**src/hw/adc_seq_pkg.sv**
```systemverilog
package adc_seq_pkg;

  // Data widths
  localparam int unsigned RES_W   = 10;  // Conversion value width
  localparam int unsigned NUM_RES = 12;  // Normal result registers
  localparam int unsigned NUM_MON = 2;   // Monitor channels

  // Register byte offsets
  localparam logic [7:0] OFS_MODE0    = 8'h00;  // mode_control_0
  localparam logic [7:0] OFS_MODE1    = 8'h04;  // mode_control_1
  localparam logic [7:0] OFS_MODE2    = 8'h08;  // mode_control_2
  localparam logic [7:0] OFS_MODE3    = 8'h0c;  // mode_control_3
  localparam logic [7:0] OFS_MODE5    = 8'h10;  // mode_control_5
  localparam logic [7:0] OFS_PRES     = 8'h14;  // priority_result
  localparam logic [7:0] OFS_CMP0     = 8'h18;  // monitor0_threshold
  localparam logic [7:0] OFS_CMP1     = 8'h1c;  // monitor1_threshold
  localparam logic [7:0] OFS_RES_BASE = 8'h20;  // Normal result 0
  localparam logic [7:0] OFS_RES_LAST = 8'h4c;  // Normal result 11
  localparam logic [4:0] RES_IDX_BASE = 5'h08;  // OFS_RES_BASE / 4

  // Result register fields
  localparam int unsigned RES_LSB   = 6;   // Value bits 15..6
  localparam int unsigned RES_MSB   = 15;
  localparam int unsigned OVR_BIT   = 1;   // Overrun flag
  localparam int unsigned VALID_BIT = 0;   // Stored flag

  // mode_control_0 fields
  localparam int unsigned M0_START   = 0;  // normal_start, write 1
  localparam int unsigned M0_SCAN    = 1;
  localparam int unsigned M0_REPEAT  = 2;
  localparam int unsigned M0_ITM_LSB = 3;  // repeat_irq_timing, 2 bits
  localparam int unsigned M0_BUSY    = 6;  // normal_busy_flag
  localparam int unsigned M0_END     = 7;  // Normal end flag

  // mode_control_1 fields
  localparam int unsigned M1_CH_LSB  = 0;  // channel_select, 4 bits
  localparam int unsigned M1_SCN_LSB = 4;  // scan_length_select, 2 bits
  localparam int unsigned M1_REF     = 7;  // reference_enable

  // mode_control_2 fields
  localparam int unsigned M2_HPCH_LSB = 0;  // priority_channel_select
  localparam int unsigned M2_HPSTART  = 4;  // Priority start, write 1
  localparam int unsigned M2_HPBUSY   = 5;  // priority_busy_flag
  localparam int unsigned M2_HPEND    = 6;  // priority_end_flag

  // mode_control_3 / mode_control_5 fields
  localparam int unsigned MC_EN      = 0;  // Monitor enable
  localparam int unsigned MC_DIR     = 1;  // 1 larger, 0 smaller
  localparam int unsigned MC_SEL_LSB = 2;  // Register select, 4 bits

  // Reset values
  localparam logic [7:0]       MODE_RST = 8'h00;
  localparam logic [RES_W-1:0] THR_RST  = 10'h000;

  // Scan group sizes and repeat interrupt unit
  localparam logic [3:0] SCAN_LEN_4  = 4'h4;
  localparam logic [3:0] SCAN_LEN_8  = 4'h8;
  localparam logic [3:0] SCAN_LEN_12 = 4'hc;
  localparam logic [3:0] ITM_EVERY   = 4'h1;

  // Normal conversion modes, {repeat, scan}
  typedef enum logic [1:0] {
    FIXED_SINGLE = 2'b00,
    SCAN_SINGLE  = 2'b01,
    FIXED_REPEAT = 2'b10,
    SCAN_REPEAT  = 2'b11
  } conv_mode_type;

  // Sequencer states
  typedef enum logic [1:0] {
    ST_IDLE,
    ST_NORMAL,
    ST_PRIO
  } seq_state_type;

  // Monitor configuration
  typedef struct packed {
    logic [3:0] sel;
    logic       dir;
    logic       en;
  } monitor_cfg_type;

  // Request to the conversion core
  typedef struct packed {
    logic       start;
    logic       abort;
    logic [3:0] channel;
  } conv_req_type;

endpackage

```
**src/hw/adc_sequencer_monitor.sv**
```systemverilog
// Decided for this implementation: the address map and register access over APB.
`timescale 1ns/1ps
// How it works
// - Priority value sits in bits 15..6
// - Overrun set on unread replace, read clears
// - Valid set on store, read clears
// - Two thresholds in bits 15..6, rest zero
// - Mode code: fixed/scan, single/repeat
// - Scan group holds 4, 8 or 12 channels
// - Fixed single: once, end, idle, interrupt
// - Scan single: whole group, then end, interrupt
// - Fixed repeat: busy stays, timed interrupt
// - Scan repeat: interrupt after each full scan
// - Priority request pre-empts normal conversion
// - Priority is one conversion of priority channel
// - Priority done: interrupt, end flag, idle
// - Priority request ignored while priority busy
// - Two monitors: enable, selector, direction, interrupt
// - Monitor compares on each watched store
// - Unread rewrite keeps valid and overrun set
// - Channel field picks input or scan base
// - Normal resumes at the interrupted channel
// - Selector 0..7 normal results, 1xxx priority
module adc_sequencer_monitor
  import adc_seq_pkg::*;
(
  // Clock and reset
  input  logic               pclk,
  input  logic               presetn,
  // APB slave
  input  logic               psel,
  input  logic               penable,
  input  logic               pwrite,
  input  logic [7:0]         paddr,
  input  logic [31:0]        pwdata,
  output logic [31:0]        prdata,
  output logic               pready,
  output logic               pslverr,
  // Conversion core
  output conv_req_type       conv_req,
  input  logic               conv_done,
  input  logic [RES_W-1:0]   conv_data,
  output logic               reference_enable,
  // Interrupt pulses
  output logic               normal_done_irq,
  output logic               priority_done_irq,
  output logic               monitor0_irq,
  output logic               monitor1_irq
);

  // Configuration registers
  logic [7:0]          mode0_ff;        // Scan, repeat, timing
  logic [7:0]          mode1_ff;        // Channel, scan length, ref
  logic [3:0]          hp_ch_ff;        // Priority channel
  monitor_cfg_type     mon_cfg_ff [NUM_MON];
  logic [RES_W-1:0]    thr_ff     [NUM_MON];
  // Sequencer state
  seq_state_type       state_ff;
  logic                n_busy_ff;       // normal_busy_flag
  logic                p_busy_ff;       // priority_busy_flag
  logic [3:0]          pos_ff;          // Position in scan group
  logic [3:0]          rep_ff;          // Fixed repeat counter
  conv_req_type        req_ff;
  logic                n_irq_ff;
  logic                p_irq_ff;
  // Store events
  logic                st_n_ff;         // Normal result stored
  logic                st_p_ff;         // Priority result stored
  logic [3:0]          st_idx_ff;
  logic [RES_W-1:0]    st_val_ff;
  // Result storage
  logic [RES_W-1:0]    res_ff   [NUM_RES];
  logic [NUM_RES-1:0]  rvld_ff;
  logic [NUM_RES-1:0]  rovr_ff;
  logic [RES_W-1:0]    pres_ff;
  logic                pvld_ff;
  logic                povr_ff;
  // End flags
  logic                n_end_ff;
  logic                p_end_ff;
  // Monitor pulses and read data
  logic [NUM_MON-1:0]  mon_irq_ff;
  logic [31:0]         prdata_ff;

  // Bus decode helpers
  logic                wr_en;
  logic                rd_setup;
  logic                in_res;
  logic [4:0]          res_widx;
  logic [3:0]          res_idx;
  logic                mapped;
  logic [31:0]         rd_mux;
  // Decoded mode values
  conv_mode_type       mode;
  logic                scan;
  logic [3:0]          scan_len;
  logic [3:0]          itm_target;
  logic                last;
  logic [3:0]          n_chan;

  // Zero-wait slave; flags clear when the setup cycle is sampled
  assign pready   = 1'b1;
  assign wr_en    = psel & penable & pwrite;
  assign rd_setup = psel & ~penable & ~pwrite;
  assign in_res   = (paddr >= OFS_RES_BASE) && (paddr <= OFS_RES_LAST);
  assign res_widx = paddr[6:2] - RES_IDX_BASE;
  assign res_idx  = res_widx[3:0];

  // Address map check, word aligned only
  assign mapped = (paddr[1:0] == 2'b00) && ((paddr <= OFS_CMP1) || in_res);

  // Unmapped access errors in the access phase
  assign pslverr = psel & penable & ~mapped;

  // Mode decode from mode_control_0
  assign mode = conv_mode_type'(mode0_ff[M0_SCAN +: 2]);
  assign scan = mode0_ff[M0_SCAN];

  // Scan group size
  assign scan_len = (mode1_ff[M1_SCN_LSB +: 2] == 2'b00) ? SCAN_LEN_4
                  : (mode1_ff[M1_SCN_LSB +: 2] == 2'b01) ? SCAN_LEN_8
                  : SCAN_LEN_12;

  // Repeat interrupt every 1, 4, 8 or 12 conversions
  assign itm_target = (mode0_ff[M0_ITM_LSB +: 2] == 2'b00) ? ITM_EVERY
                    : {mode0_ff[M0_ITM_LSB +: 2], 2'b00};

  // Channel: fixed input, or scan base plus position
  assign last   = (pos_ff == (scan_len - 4'h1));
  assign n_chan = scan ? (mode1_ff[M1_CH_LSB +: 4] + pos_ff)
                       : mode1_ff[M1_CH_LSB +: 4];

  // Configuration writes
  always_ff @(posedge pclk or negedge presetn) begin
    if (!presetn) begin
      mode0_ff <= MODE_RST;
      mode1_ff <= MODE_RST;
      hp_ch_ff <= MODE_RST[3:0];
      for (int i = 0; i < NUM_MON; i++) begin
        mon_cfg_ff[i] <= '0;
        thr_ff[i]     <= THR_RST;
      end
    end else if (wr_en) begin
      if (paddr == OFS_MODE0) begin
        // Start and status bits are not stored here
        mode0_ff <= {3'b000, pwdata[M0_ITM_LSB +: 2],
                     pwdata[M0_REPEAT], pwdata[M0_SCAN], 1'b0};
      end else if (paddr == OFS_MODE1) begin
        mode1_ff <= {pwdata[M1_REF], 1'b0,
                     pwdata[M1_SCN_LSB +: 2], pwdata[M1_CH_LSB +: 4]};
      end else if (paddr == OFS_MODE2) begin
        hp_ch_ff <= pwdata[M2_HPCH_LSB +: 4];
      end else if (paddr == OFS_MODE3) begin
        mon_cfg_ff[0] <= {pwdata[MC_SEL_LSB +: 4], pwdata[MC_DIR],
                          pwdata[MC_EN]};
      end else if (paddr == OFS_MODE5) begin
        mon_cfg_ff[1] <= {pwdata[MC_SEL_LSB +: 4], pwdata[MC_DIR],
                          pwdata[MC_EN]};
      end else if (paddr == OFS_CMP0) begin
        // Written while enabled too; software should disable first
        thr_ff[0] <= pwdata[RES_MSB:RES_LSB];
      end else if (paddr == OFS_CMP1) begin
        thr_ff[1] <= pwdata[RES_MSB:RES_LSB];
      end
    end
  end

  // Conversion sequencer
  always_ff @(posedge pclk or negedge presetn) begin
    if (!presetn) begin
      state_ff  <= ST_IDLE;
      n_busy_ff <= 1'b0;
      p_busy_ff <= 1'b0;
      pos_ff    <= 4'h0;
      rep_ff    <= 4'h0;
      req_ff    <= '0;
      n_irq_ff  <= 1'b0;
      p_irq_ff  <= 1'b0;
      st_n_ff   <= 1'b0;
      st_p_ff   <= 1'b0;
      st_idx_ff <= 4'h0;
      st_val_ff <= THR_RST;
    end else begin
      // Pulses default low
      req_ff.start <= 1'b0;
      req_ff.abort <= 1'b0;
      n_irq_ff     <= 1'b0;
      p_irq_ff     <= 1'b0;
      st_n_ff      <= 1'b0;
      st_p_ff      <= 1'b0;
      case (state_ff)
        ST_IDLE: begin
          // Priority is served first whenever pending
          if (p_busy_ff) begin
            req_ff.start   <= 1'b1;
            req_ff.channel <= hp_ch_ff;
            state_ff       <= ST_PRIO;
          end else if (n_busy_ff) begin
            req_ff.start   <= 1'b1;
            req_ff.channel <= n_chan;
            state_ff       <= ST_NORMAL;
          end
        end
        ST_NORMAL: begin
          if (conv_done) begin
            // A result already done is kept even if pre-empted
            st_n_ff   <= 1'b1;
            st_val_ff <= conv_data;
            st_idx_ff <= scan ? pos_ff
                       : (mode0_ff[M0_REPEAT] ? rep_ff : 4'h0);
            state_ff  <= ST_IDLE;
            case (mode)
              FIXED_SINGLE: begin
                n_busy_ff <= 1'b0;
                n_irq_ff  <= 1'b1;
              end
              SCAN_SINGLE: begin
                if (last) begin
                  n_busy_ff <= 1'b0;
                  n_irq_ff  <= 1'b1;
                  pos_ff    <= 4'h0;
                end else begin
                  pos_ff <= pos_ff + 4'h1;
                end
              end
              FIXED_REPEAT: begin
                if (rep_ff >= (itm_target - 4'h1)) begin
                  n_irq_ff <= 1'b1;
                  rep_ff   <= 4'h0;
                end else begin
                  rep_ff <= rep_ff + 4'h1;
                end
              end
              default: begin
                if (last) begin
                  n_irq_ff <= 1'b1;
                  pos_ff   <= 4'h0;
                end else begin
                  pos_ff <= pos_ff + 4'h1;
                end
              end
            endcase
          end else if (p_busy_ff) begin
            // Drop the running channel; pos_ff keeps its place
            req_ff.abort <= 1'b1;
            state_ff     <= ST_IDLE;
          end
        end
        ST_PRIO: begin
          if (conv_done) begin
            st_p_ff   <= 1'b1;
            st_val_ff <= conv_data;
            p_irq_ff  <= 1'b1;
            p_busy_ff <= 1'b0;
            state_ff  <= ST_IDLE;
          end
        end
        default: state_ff <= ST_IDLE;
      endcase
      // Priority start only taken when none is in flight
      if (wr_en && (paddr == OFS_MODE2) && pwdata[M2_HPSTART]
          && !p_busy_ff) begin
        p_busy_ff <= 1'b1;
      end
      // Normal start restarts the group from its first channel
      if (wr_en && (paddr == OFS_MODE0) && pwdata[M0_START]) begin
        n_busy_ff <= 1'b1;
        pos_ff    <= 4'h0;
        rep_ff    <= 4'h0;
      end
    end
  end

  // Normal result registers; store beats a same-cycle read
  always_ff @(posedge pclk or negedge presetn) begin
    if (!presetn) begin
      rvld_ff <= '0;
      rovr_ff <= '0;
      for (int i = 0; i < NUM_RES; i++) begin
        res_ff[i] <= THR_RST;
      end
    end else begin
      for (int i = 0; i < NUM_RES; i++) begin
        if (st_n_ff && (st_idx_ff == i[3:0])) begin
          res_ff[i]  <= st_val_ff;
          rvld_ff[i] <= 1'b1;
          rovr_ff[i] <= rovr_ff[i] | rvld_ff[i];
        end else if (rd_setup && in_res && (res_idx == i[3:0])) begin
          rvld_ff[i] <= 1'b0;
          rovr_ff[i] <= 1'b0;
        end
      end
    end
  end

  // Priority result register
  always_ff @(posedge pclk or negedge presetn) begin
    if (!presetn) begin
      pres_ff <= THR_RST;
      pvld_ff <= 1'b0;
      povr_ff <= 1'b0;
    end else if (st_p_ff) begin
      pres_ff <= st_val_ff;
      pvld_ff <= 1'b1;
      povr_ff <= povr_ff | pvld_ff;
    end else if (rd_setup && (paddr == OFS_PRES)) begin
      pvld_ff <= 1'b0;
      povr_ff <= 1'b0;
    end
  end

  // End flags; a new completion wins over the clearing read
  always_ff @(posedge pclk or negedge presetn) begin
    if (!presetn) begin
      n_end_ff <= 1'b0;
      p_end_ff <= 1'b0;
    end else begin
      n_end_ff <= n_irq_ff
                | (n_end_ff & ~(rd_setup && (paddr == OFS_MODE0)));
      p_end_ff <= p_irq_ff
                | (p_end_ff & ~(rd_setup && (paddr == OFS_MODE2)));
    end
  end

  // Monitors compare each store into the watched register
  always_ff @(posedge pclk or negedge presetn) begin
    if (!presetn) begin
      mon_irq_ff <= '0;
    end else begin
      for (int m = 0; m < NUM_MON; m++) begin
        logic watched;
        logic beyond;
        if (mon_cfg_ff[m].sel[3]) begin
          watched = st_p_ff;
        end else begin
          watched = st_n_ff && (st_idx_ff == {1'b0, mon_cfg_ff[m].sel[2:0]});
        end
        // Strict compare, equal values never fire
        beyond = mon_cfg_ff[m].dir ? (st_val_ff > thr_ff[m])
                                   : (st_val_ff < thr_ff[m]);
        mon_irq_ff[m] <= mon_cfg_ff[m].en & watched & beyond;
      end
    end
  end

  // Read multiplexer
  always_comb begin
    rd_mux = 32'h0000_0000;
    if (paddr == OFS_MODE0) begin
      rd_mux[7:0] = {n_end_ff, n_busy_ff, 1'b0, mode0_ff[4:0]};
    end else if (paddr == OFS_MODE1) begin
      rd_mux[7:0] = mode1_ff;
    end else if (paddr == OFS_MODE2) begin
      rd_mux[M2_HPCH_LSB +: 4] = hp_ch_ff;
      rd_mux[M2_HPBUSY]        = p_busy_ff;
      rd_mux[M2_HPEND]         = p_end_ff;
    end else if (paddr == OFS_MODE3) begin
      rd_mux[5:0] = mon_cfg_ff[0];
    end else if (paddr == OFS_MODE5) begin
      rd_mux[5:0] = mon_cfg_ff[1];
    end else if (paddr == OFS_PRES) begin
      rd_mux[RES_MSB:RES_LSB] = pres_ff;
      rd_mux[OVR_BIT]         = povr_ff;
      rd_mux[VALID_BIT]       = pvld_ff;
    end else if (paddr == OFS_CMP0) begin
      rd_mux[RES_MSB:RES_LSB] = thr_ff[0];
    end else if (paddr == OFS_CMP1) begin
      rd_mux[RES_MSB:RES_LSB] = thr_ff[1];
    end else if (in_res && (paddr[1:0] == 2'b00)) begin
      rd_mux[RES_MSB:RES_LSB] = res_ff[res_idx];
      rd_mux[OVR_BIT]         = rovr_ff[res_idx];
      rd_mux[VALID_BIT]       = rvld_ff[res_idx];
    end
  end

  // Read data captured in the setup cycle, held for the access
  always_ff @(posedge pclk or negedge presetn) begin
    if (!presetn) begin
      prdata_ff <= 32'h0000_0000;
    end else if (rd_setup) begin
      prdata_ff <= rd_mux;
    end
  end

  // Outputs
  assign prdata            = prdata_ff;
  assign conv_req          = req_ff;
  assign reference_enable  = mode1_ff[M1_REF];
  assign normal_done_irq   = n_irq_ff;
  assign priority_done_irq = p_irq_ff;
  assign monitor0_irq      = mon_irq_ff[0];
  assign monitor1_irq      = mon_irq_ff[1];

endmodule

```
**config.mk**
```make
export PLATFORM = sky130hd
export DESIGN_NAME = adc_sequencer_monitor
export DESIGN_NICKNAME = d
export VERILOG_FILES = /design/src/hw/adc_seq_pkg.sv /design/src/hw/adc_sequencer_monitor.sv
export SDC_FILE = /design/constraint.sdc
export NUM_CORES = 1
export LEC_CHECK = 0
export ABC_CLOCK_PERIOD_IN_PS = 1950
export BUFFER_PORTS_ARGS = -buffer_cell sky130_fd_sc_hd__buf_2
export CAP_MARGIN = 20
export CORE_MARGIN = 2
export CORE_UTILIZATION = 55
export CTS_CLUSTER_DIAMETER = 150
export DETAILED_ROUTE_END_ITERATION = 8
export PLACE_DENSITY = 0.77
export SYNTH_ARGS = -nofsm -noshare
export SYNTH_HDL_FRONTEND = slang
export SYNTH_SLANG_ARGS = --single-unit
```
**constraint.sdc**
```tcl
create_clock -name pclk -period 1.95 [get_ports pclk]
set_input_delay 0.585 -clock pclk [delete_from_list [all_inputs] [get_ports pclk]]
set_output_delay 0.585 -clock pclk [all_outputs]
set_load 0.01 [all_outputs]
```
==> flow_summary.ini, run 1 <==
[placement]
port_buffers = 67
hpwl_um = 24640
place_congestion = 0.8912
dp.cells = 1622
place_ws_ns = -0.4975
place_area_um2 = 14570

[critical_path]
path_max_fanout = 3
critPathKind = reg2reg
rrSetupSlack_ns = -0.14
r2r-start = st_val_ff[1]$_DFFE_PN0P_
crit_required_ns = 2.40
cp-start-kind = flop
worst-r2r-cell-count = 7
worstReg2RegEnd = mon_irq_ff[1]$_DFF_PN0_
worst_setup_path_end_kind = flop
crit_arrival_ns = 2.54

[hold_path]
hp-class = in2async

[sta]
final.setup_skew_ns = 0.02526
min_period_ns = 2.087
grt_setup_unrepaired = true
holdWs_ns = -0.001342
fmax_ghz = 0.4792
slew_headroom_pct = 52.16
setup_slack_ns = -0.1367
worst_pin_slew_ns = 0.7129
drv_slew = 0
fin_setup_tns_ns = -0.4867
period_share_pct = 107.0
setup_violations = 5
hold_viol_final = 2

[status]
status = complete, but fails checks
violations = hold timing, setup timing

[power]
leakage_nw = 7.699
power_w = 0.01448
peakVddDrop_mv = 0.5400
power_density_nw_per_um2 = 918.0

[global_route]
grtUsageTotal_pct = 29.19
grt_pass1_vias = 10260
grt_pass1_wl_um = 55560
antenna_found_initial = 0
grt_max_degree = 64
overflow = 0

[detailed_routing]
vias = 10090
drc = 0
routedWlPerCell_um = 21.46
vias_per_cell = 6.026
wl_met3_um = 2700
totalWireLength_um = 35950
first_pass_iters = 6
highest_layer = met4
wl_met1_um = 14780
dr_wl_met2_um = 17380
drtIter0Drc = 979
postRouteAntennaNets = 0

[logic_synthesis]
ys_warn_count = 0
synth.area.top_cells = dfrtp_1 50%, mux2_2 11%, mux4_2 5.9%, nand2_1 5.7%, ha_1 3.1%
synthesis.area_um2 = 12970
syn_inst = 1171
synthArstFlopShare_pct = 100.0
yosys.area.top_type_share_pct = 49.78
ys_seq_elements = 258
synth.distinct_cells = 67
syn_area_per_cell_um2 = 11.08
yosysSeqAreaShare_pct = 49.78
synth_edf_count = 0
dominantRegCellSynth = dfrtp_1
synth_area_leader_cell = dfrtp_1

[cells_and_area]
nFillCells = 1644
drive_above_1_share_pct = 35.91
fin_cells = 1675
area_delta_synth_final_pct = 21.59
multi_input_area_um2 = 6237
diodes = 0
layout.nets = 1425
fin_area_um2 = 15770
register_area_um2 = 6465

[run]
drv_cap = 0

[cts]
clk_pin_slew_ns = 0.07
cts_sinks = 258
cts_htree_levels = 1
clockRootBuffer = clkbuf_16
clock_latency_ns = 0.55
cts_made_buffers = 27
cts_tree = yes
clockBufferDepth = 3

[floorplan]
rows = 56
coreArea_um2 = 23330
pin_count = 101
initial_core_util_pct = 55.59
dieArea_um2 = 24830
die_h_um = 157.6
die_x_um = 157.6
-- routing by layer --
metal	vias to the layer above	GRT usage, %
met5	-	0
met1	5116	39.32
met3	99	4.956
li1	4437	-
met4	0	9.567
met2	441	48.37
-- Yosys cell counts (19+ instances only) --
master / number
o21ai_0: 57
ha_1: 32
dfrtp_1: 258
mux2_2: 130
nand2_1: 197
buf_4: 25
nor2_1: 61
a21oi_1: 46
clkbuf_1: 50
a21o_1: 25
nand3_1: 19
mux4_2: 34
mux2i_1: 21
inv_1: 36
-- layout make-up --
cell class | count | area share [%]
clock buffer | 36 | 4.943
clock inverter | 13 | 0.7537
inverter | 39 | 0.9283
multi-input combinational | 800 | 39.55
sequential | 258 | 40.99
tap | 319 | 2.531
timing repair buffer | 210 | 10.30
-- stage by stage --
stage | hold slack [ns] | util (%)
final | -0.001342 | 67.59
after floorplan | 0.2894 | -
after CTS | 0.02173 | 67.22
after detailed placement | 0.4617 | 62.45
after global placement | 0.4524 | 62.45
after global routing | 0.02889 | 67.59
-- worst max-delay path by stage --
stage / from / endpoint / slack (ns) / depth (start not counted)
6_report: st_val_ff[1]$_DFFE_PN0P_ / mon_irq_ff[1]$_DFF_PN0_ / -0.14 / 7
2_1_floorplan: paddr[3] / prdata[11]$_DFFE_PN0P_ / -0.12 / 7
5_1_grt: st_val_ff[1]$_DFFE_PN0P_ / mon_irq_ff[0]$_DFF_PN0_ / -0.20 / 6
3_5_place_dp: paddr[3] / prdata[11]$_DFFE_PN0P_ / -0.50 / 7
4_1_cts: mode0_ff[4]$_DFFE_PN0P_ / rep_ff[2]$_DFFE_PN0P_ / -0.06 / 7
3_3_place_gp: paddr[3] / prdata[10]$_DFFE_PN0P_ / -0.42 / 6
-- critical path: stages (launching register included) --
cell,delay [ns]
dfrtp_2,0.48
buf_4,0.17
ha_4,0.21
nor2b_1,0.13
o21bai_1,0.13
a31oi_1,0.13
or4_4,0.53
a221oi_2,0.22
-- cell families after synthesis --
logic type | after synthesis | share of synthesized area (%)
buffers and inverters | 128 | 4.592
DFF | 258 | 49.78
other | 2 | 0.05790
and+or+nand+nor | 350 | 12.35
xor gates and xnor gates | 10 | 0.6753
muxes | 192 | 19.59
AOI/OAI and AO/OA | 198 | 9.714
adders and majority gates | 33 | 3.241
-- flip-flops by register name, summed over array words and instances (netlist names), 6 cells and up --
register,flops
res_ff,120
prdata,16
conv_req,6
rovr_ff,12
pres_ff,10
st_val_ff,10
rvld_ff,12
mode1_ff,7
thr_ff,20
mon_cfg_ff,12
-- repair_timing --
item	CTS	global route
setup endpoints to repair	5	11
setup buffers	2	2
pin swaps	11	10
hold buffers	0	0
gates resized for setup	38	16
-- where the power goes --
part | total, W | switching, W | leakage, nW | internal, W
registers | 0.00636 | 0.000494 | 3.35 | 0.00587
logic | 0.00295 | 0.00162 | 3.89 | 0.00132
clock network | 0.00517 | 0.00220 | 0.450 | 0.00296
-- placed cells by master (no fill, tap or decap), types with 7 or more instances in the layout --
cell / n
a21o_1: 25
ha_1: 24
buf_4: 126
mux4_2: 34
conb_1: 17
buf_12: 14
mux2_2: 130
a21oi_1: 37
nand3_1: 19
inv_1: 32
clkinv_2: 7
a32o_1: 8
o22ai_1: 7
nand2_1: 195
ha_4: 8
clkbuf_8: 7
o21ai_0: 54
nor2b_1: 10
mux2i_1: 21
clkbuf_16: 27
nor3_1: 7
dfrtp_2: 7
xnor2_1: 7
nor2_1: 61
buf_2: 63
a31oi_1: 7
dfrtp_1: 251
Power figures use the tool's default switching activity.
==> inputs of run 2 (changes only) <==
--- a/config.mk
+++ b/config.mk
@@ -12,7 +12,7 @@
 export CORE_UTILIZATION = 55
 export CTS_CLUSTER_DIAMETER = 150
 export DETAILED_ROUTE_END_ITERATION = 8
-export PLACE_DENSITY = 0.77
+export PLACE_DENSITY = 0.8
 export SYNTH_ARGS = -nofsm -noshare
 export SYNTH_HDL_FRONTEND = slang
 export SYNTH_SLANG_ARGS = --single-unit
==> run 2 against run 1 <==
Effect of this change: the flow finishes with violations (setup timing); sequential power hardly changed; final area is 0.44% higher; maximum frequency is 3.7% higher; routed wire length is 0.81% lower; cell count is 0.24% higher; worst setup slack better by 0.075 ns; count of clock-buffer cells in the layout is 4 higher; largest cell class unchanged.
==> flow_summary.ini, run 2 (synthesis results as in run 1) <==
[global_route]
grt_pass1_wl_um = 55630
antenna_found_initial = 2
grt_pass1_vias = 10330
overflow = 0
grtUsageTotal_pct = 28.94
grt_max_degree = 66

[cts]
cts_sinks = 258
cts_htree_levels = 1
clockRootBuffer = clkbuf_16
cts_made_buffers = 28
clock_latency_ns = 0.57
cts_tree = yes
clk_pin_slew_ns = 0.06
clockBufferDepth = 3

[sta]
hold_viol_final = 0
grt_setup_unrepaired = true
holdWs_ns = 0.2368
fin_setup_tns_ns = -0.1389
worst_pin_slew_ns = 0.5956
period_share_pct = 103.2
min_period_ns = 2.012
setup_violations = 3
slew_headroom_pct = 59.87
setup_slack_ns = -0.06204
fmax_ghz = 0.4970
final.setup_skew_ns = 0.03670
drv_slew = 0

[power]
p_sw_w = 0.004389
clkPwrFrac_pct = 37.9
switching_share_pct = 29.17
peakVddDrop_mv = 0.6586
p_comb_share_pct = 19.8
internal_power_w = 0.01066
leakage_nw = 7.730
seq_power_share_pct = 42.3
power_density_nw_per_um2 = 949.8

[floorplan]
die_h_um = 157.6
rows = 56
die_x_um = 157.6
dieArea_um2 = 24830
initial_core_util_pct = 55.59
coreArea_um2 = 23330
pin_count = 101

[cells_and_area]
largest_register = res_ff
multi_input_area_um2 = 6251
final_common_cell = dfrtp_1
register_area_um2 = 6464
largest_reg_flops = 120
fin_cells = 1679
fin_util_pct = 67.89
nFillCells = 1554
drive_above_1_share_pct = 35.96
area_delta_synth_final_pct = 22.13
diodes = 0
final_cell_mix = 252 x dfrtp_1, 195 x nand2_1, 134 x buf_4
layout.nets = 1427

[detailed_routing]
routedWlPerCell_um = 21.24
vias_per_cell = 6.012
drtIter0Drc = 885
first_pass_iters = 6
postRouteAntennaNets = 0
totalWireLength_um = 35660
drc = 0
vias = 10090

[placement]
place_congestion = 0.9207
port_buffers = 67
dp.cells = 1624
hpwl_um = 24490

[critical_path]
crit_arrival_ns = 2.46
worst_setup_path_end_kind = flop
rrSetupSlack_ns = -0.06
critPathKind = reg2reg
r2r-start = st_val_ff[8]$_DFFE_PN0P_
crit_required_ns = 2.40
worst-r2r-cell-count = 5
path_max_fanout = 5
worstReg2RegEnd = mon_irq_ff[0]$_DFF_PN0_
cp-start-kind = flop

[hold_path]
min_from = pwdata[9]
holdPathEnd = thr_ff[3]$_DFFE_PN0P_
whs_path_depth = 3
hp-class = in2reg

[status]
violations = setup timing
status = complete, but fails checks

[run]
drv_cap = 0
## run 2: cell type report
| class | count | area share, % |
|---|---|---|
| flip-flops and latches | 258 | 40.81 |
| multi-input cells | 800 | 39.46 |
| repair buffers | 211 | 9.905 |
| clock buffers | 40 | 5.150 |
| well taps | 319 | 2.520 |
| clock inverters | 12 | 1.232 |
| inverters | 39 | 0.9242 |
## run 2: worst max path at each step
stage | slack (ns) | startpoint | end | depth (start not counted)
detailed placement | -0.42 | paddr[2] | prdata[14]$_DFFE_PN0P_ | 8
CTS | -0.03 | mode0_ff[3]$_DFFE_PN0P_ | rep_ff[2]$_DFFE_PN0P_ | 7
finish | -0.06 | st_val_ff[8]$_DFFE_PN0P_ | mon_irq_ff[0]$_DFF_PN0_ | 5
global placement | -0.43 | paddr[2] | prdata[11]$_DFFE_PN0P_ | 8
floorplan | -0.12 | paddr[3] | prdata[11]$_DFFE_PN0P_ | 7
global route | -0.10 | mode0_ff[3]$_DFFE_PN0P_ | rep_ff[2]$_DFFE_PN0P_ | 7
## run 2: routing by layer
layer | GRT usage [%] | share of wire (%)
met3 | 7.076 | 8.2
met2 | 46.97 | 48
met5 | 0 | 0.070
met1 | 37.07 | 40
met4 | 12.60 | 4.0
## run 2: critical path, cell delays in order (launching register included)
cell and delay [ns]:
dfrtp_1 0.48, ha_1 0.36, o21ai_0 0.26, a21oi_2 0.10
or4_4 0.45, a221oi_2 0.24
## run 2: power by group through the flow
stage                     registers [W]  clock network [W]  logic, W
after floorplan                 0.00623                  0   0.00155
after global placement          0.00634                  0   0.00260
after detailed placement        0.00637                  0   0.00269
after CTS                       0.00632            0.00575   0.00287
after global routing            0.00639            0.00600   0.00318
final                           0.00637            0.00571   0.00297
## run 2: what timing repair did
action                                  4_1_cts  5_1_grt
pin swaps                                    10        7
hold endpoints to repair                     20        0
setup buffers                                 2        2
endpoints found under the setup margin        6        8
hold buffers                                  1        0
gates resized for setup                      36       14
gates cloned                                  0        0
## run 2: stage by stage
stage	setup WS [ns]	total power (W)	instance area, um2
2_1_floorplan	-0.1239	0.007774	13120
3_3_place_gp	-0.4278	0.008940	14540
3_5_place_dp	-0.4204	0.009062	14540
4_1_cts	-0.02605	0.01494	15790
5_1_grt	-0.1014	0.01556	15840
6_report	-0.06204	0.01505	15840
==> inputs of run 3 (changes only) <==
--- a/config.mk
+++ b/config.mk
@@ -5,6 +5,7 @@
 export SDC_FILE = /design/constraint.sdc
 export NUM_CORES = 1
 export LEC_CHECK = 0
+export ABC_AREA = 1
 export ABC_CLOCK_PERIOD_IN_PS = 1950
 export BUFFER_PORTS_ARGS = -buffer_cell sky130_fd_sc_hd__buf_2
 export CAP_MARGIN = 20
==> run 3 against run 2 <==
Effect of this change: the flow still finishes with violations (setup timing); maximum frequency fell by 4.9%; sequential power up 20%; clock power is 2% lower; worst setup slack got worse by 0.10 ns; combinational power rose by 53%; first-iteration DRC count increased by 43%; worst hold slack improved by 0.016 ns; cell count rose by 21%; largest cell class unchanged; highest routed layer is now met4.
==> flow_summary.ini, run 3 <==
[power]
peakVddDrop_mv = 0.7030
seq_power_share_pct = 42.9
leakage_nw = 7.661
p_sw_w = 0.005828
p_comb_share_pct = 25.5
clkPwrFrac_pct = 31.6
switching_share_pct = 32.83
internal_power_w = 0.01193
power_density_nw_per_um2 = 1155
power_w = 0.01775

[logic_synthesis]
yosysMostFrequentCell = nand2_1
syn_area_per_cell_um2 = 8.151
synth.distinct_cells = 42
synth_commonest_cells = 367 x nand2_1, 258 x dfrtp_1, 239 x o21ai_0
dominantRegCellSynth = dfrtp_1
synth.area.top_cells = dfrtp_1 51%, nand2_1 11%, o21ai_0 9.4%, inv_1 6.6%, a21oi_1 3.5%
syn_inst = 1558
ys_warn_count = 0
synthesis.area_um2 = 12700
synth_area_leader_cell = dfrtp_1
yosys.area.top_type_share_pct = 50.84
ys_seq_elements = 258
synthArstFlopShare_pct = 100.0
synth_edf_count = 0
yosysSeqAreaShare_pct = 50.84

[cells_and_area]
largest_reg_flops = 120
fin_util_pct = 67.87
largest_register = res_ff
fin_area_um2 = 15370
fin_cells = 2037
diodes = 0
layout.nets = 1822
nFillCells = 1692
drive_above_1_share_pct = 17.47
final_common_cell = nand2_1
area_delta_synth_final_pct = 21.00
final_cell_mix = 365 x nand2_1, 258 x dfrtp_1, 226 x o21ai_0

[cts]
cts_made_buffers = 27
clk_pin_slew_ns = 0.06
clockBufferDepth = 3
clock_latency_ns = 0.54
cts_sinks = 258
clockRootBuffer = clkbuf_16
cts_htree_levels = 1
cts_tree = yes

[sta]
slew_headroom_pct = 59.57
setup_slack_ns = -0.1664
drv_slew = 0
worst_pin_slew_ns = 0.6058
min_period_ns = 2.116
period_share_pct = 108.5
grt_setup_unrepaired = true
fmax_ghz = 0.4725
fin_setup_tns_ns = -0.7736
hold_viol_final = 0
final.setup_skew_ns = 0.01469
setup_violations = 21

[global_route]
use_met2_pct = 49.20
grt_pass1_wl_um = 57770
grt-busiest-layer = met2
grtUsageTotal_pct = 30.11
grt_max_degree = 52
met1_usage_pct = 40.10
grtUsageMet3_pct = 3.833
antenna_found_initial = 0
grt_pass1_vias = 11370
overflow = 0

[critical_path]
worst_setup_path_end_kind = primary output
worstReg2RegEnd = mon_irq_ff[0]$_DFF_PN0_
crit_arrival_ns = 1.53
worst-r2r-cell-count = 8
r2r-start = st_val_ff[9]$_DFFE_PN0P_
path_max_fanout = 6
rrSetupSlack_ns = 0.09
crit_required_ns = 1.36
cp-start-kind = primary input
critPathKind = in2out

[status]
violations = setup timing
status = complete, but fails checks

[floorplan]
pin_count = 101
dieArea_um2 = 24320
die_h_um = 156.0
coreArea_um2 = 22640
die_x_um = 156.0
initial_core_util_pct = 56.09
rows = 55

[run]
drv_cap = 0

[placement]
place_congestion = 0.9217
port_buffers = 67
hpwl_um = 25860
place_area_um2 = 14120
dp.cells = 1978

[hold_path]
holdPathEnd = conv_req[4]$_DFF_PN0_
whs_path_depth = 2
min_from = conv_done
hp-class = in2reg

[detailed_routing]
postRouteAntennaNets = 0
vias_per_cell = 5.769
drtIter0Drc = 1269
vias = 11750
totalWireLength_um = 36550
drc = 0
routedWlPerCell_um = 17.94
first_pass_iters = 6
## run 3: worst max-delay path by stage
stage               depth (start not counted)      from  slack [ns]                     to
finish                                     10  paddr[2]       -0.17                pslverr
global route                               10  paddr[2]       -0.22                pslverr
CTS                                        10  paddr[2]       -0.08                pslverr
detailed placement                         10  paddr[5]       -0.35  prdata[1]$_DFFE_PN0P_
global placement                           10  paddr[5]       -0.30  prdata[1]$_DFFE_PN0P_
floorplan                                  10  paddr[5]       -0.20                pslverr
## run 3: layout make-up
class | count | area (um2) | share of cell area, %
inverters | 234 | 878.3 | 5.716
clock inverters | 10 | 175.2 | 1.140
flip-flops and latches | 258 | 6456 | 42.02
multi-input cells | 1007 | 5160 | 33.58
repair buffers | 205 | 1543 | 10.04
well taps | 285 | 356.6 | 2.321
clock buffers | 38 | 797.0 | 5.187
## run 3: per-stage QoR
stage / hold slack (ns) / setup slack, ns
final: 0.2525 / -0.1664
after CTS: 0.2355 / -0.08234
after global placement: 0.4554 / -0.2982
after detailed placement: 0.4570 / -0.3479
after floorplan: 0.2894 / -0.2050
after global routing: 0.2703 / -0.2164
## run 3: repair_timing
item | in CTS | in global routing
hold buffers | 1 | 0
setup buffers | 9 | 0
gates cloned | 0 | 1
gates resized for setup | 24 | 33
pin swaps | 8 | 1
endpoints found under the setup margin | 1 | 29
endpoints found under the hold margin | 30 | 0
## run 3: kinds of logic after synthesis
family / Yosys count / share of synthesized area [%]
buffers and inverters: 308 / 9.911
AND/OR/NAND/NOR: 536 / 17.72
adder cells (fa/ha/maj): 33 / 3.310
other: 2 / 0.05914
multiplexers: 1 / 0.08866
AO/OA/AOI/OAI: 415 / 17.72
XOR/XNOR: 5 / 0.3448
flip-flops: 258 / 50.84
## run 3: metal layers
| metal | routed length (um) | up-vias |
|---|---|---|
| li1 | - | 5379 |
| met1 | 14710 | 5611 |
| met2 | 17100 | 610 |
| met3 | 2738 | 152 |
| met4 | 2001 | 0 |
| met5 | 0 | - |
## run 3: worst max-delay path, cell delays in order
cell and delay (ns):
buf_12 0.11, nand2_8 0.05, o21ai_2 0.11, nand2_1 0.08, nand2_1 0.08, nor2_2 0.05
a21oi_2 0.18, nand3_1 0.12, inv_2 0.07, buf_6 0.09
## run 3: power groups by stage
| stage | Sequential (W) | Combinational, W | Clock (W) |
|---|---|---|---|
| after detailed placement | 0.00766 | 0.00431 | 0 |
| after global routing | 0.00776 | 0.00510 | 0.00586 |
| after floorplan | 0.00748 | 0.00283 | 0 |
| after global placement | 0.00759 | 0.00411 | 0 |
| final | 0.00762 | 0.00453 | 0.00560 |
| after CTS | 0.00758 | 0.00442 | 0.00565 |
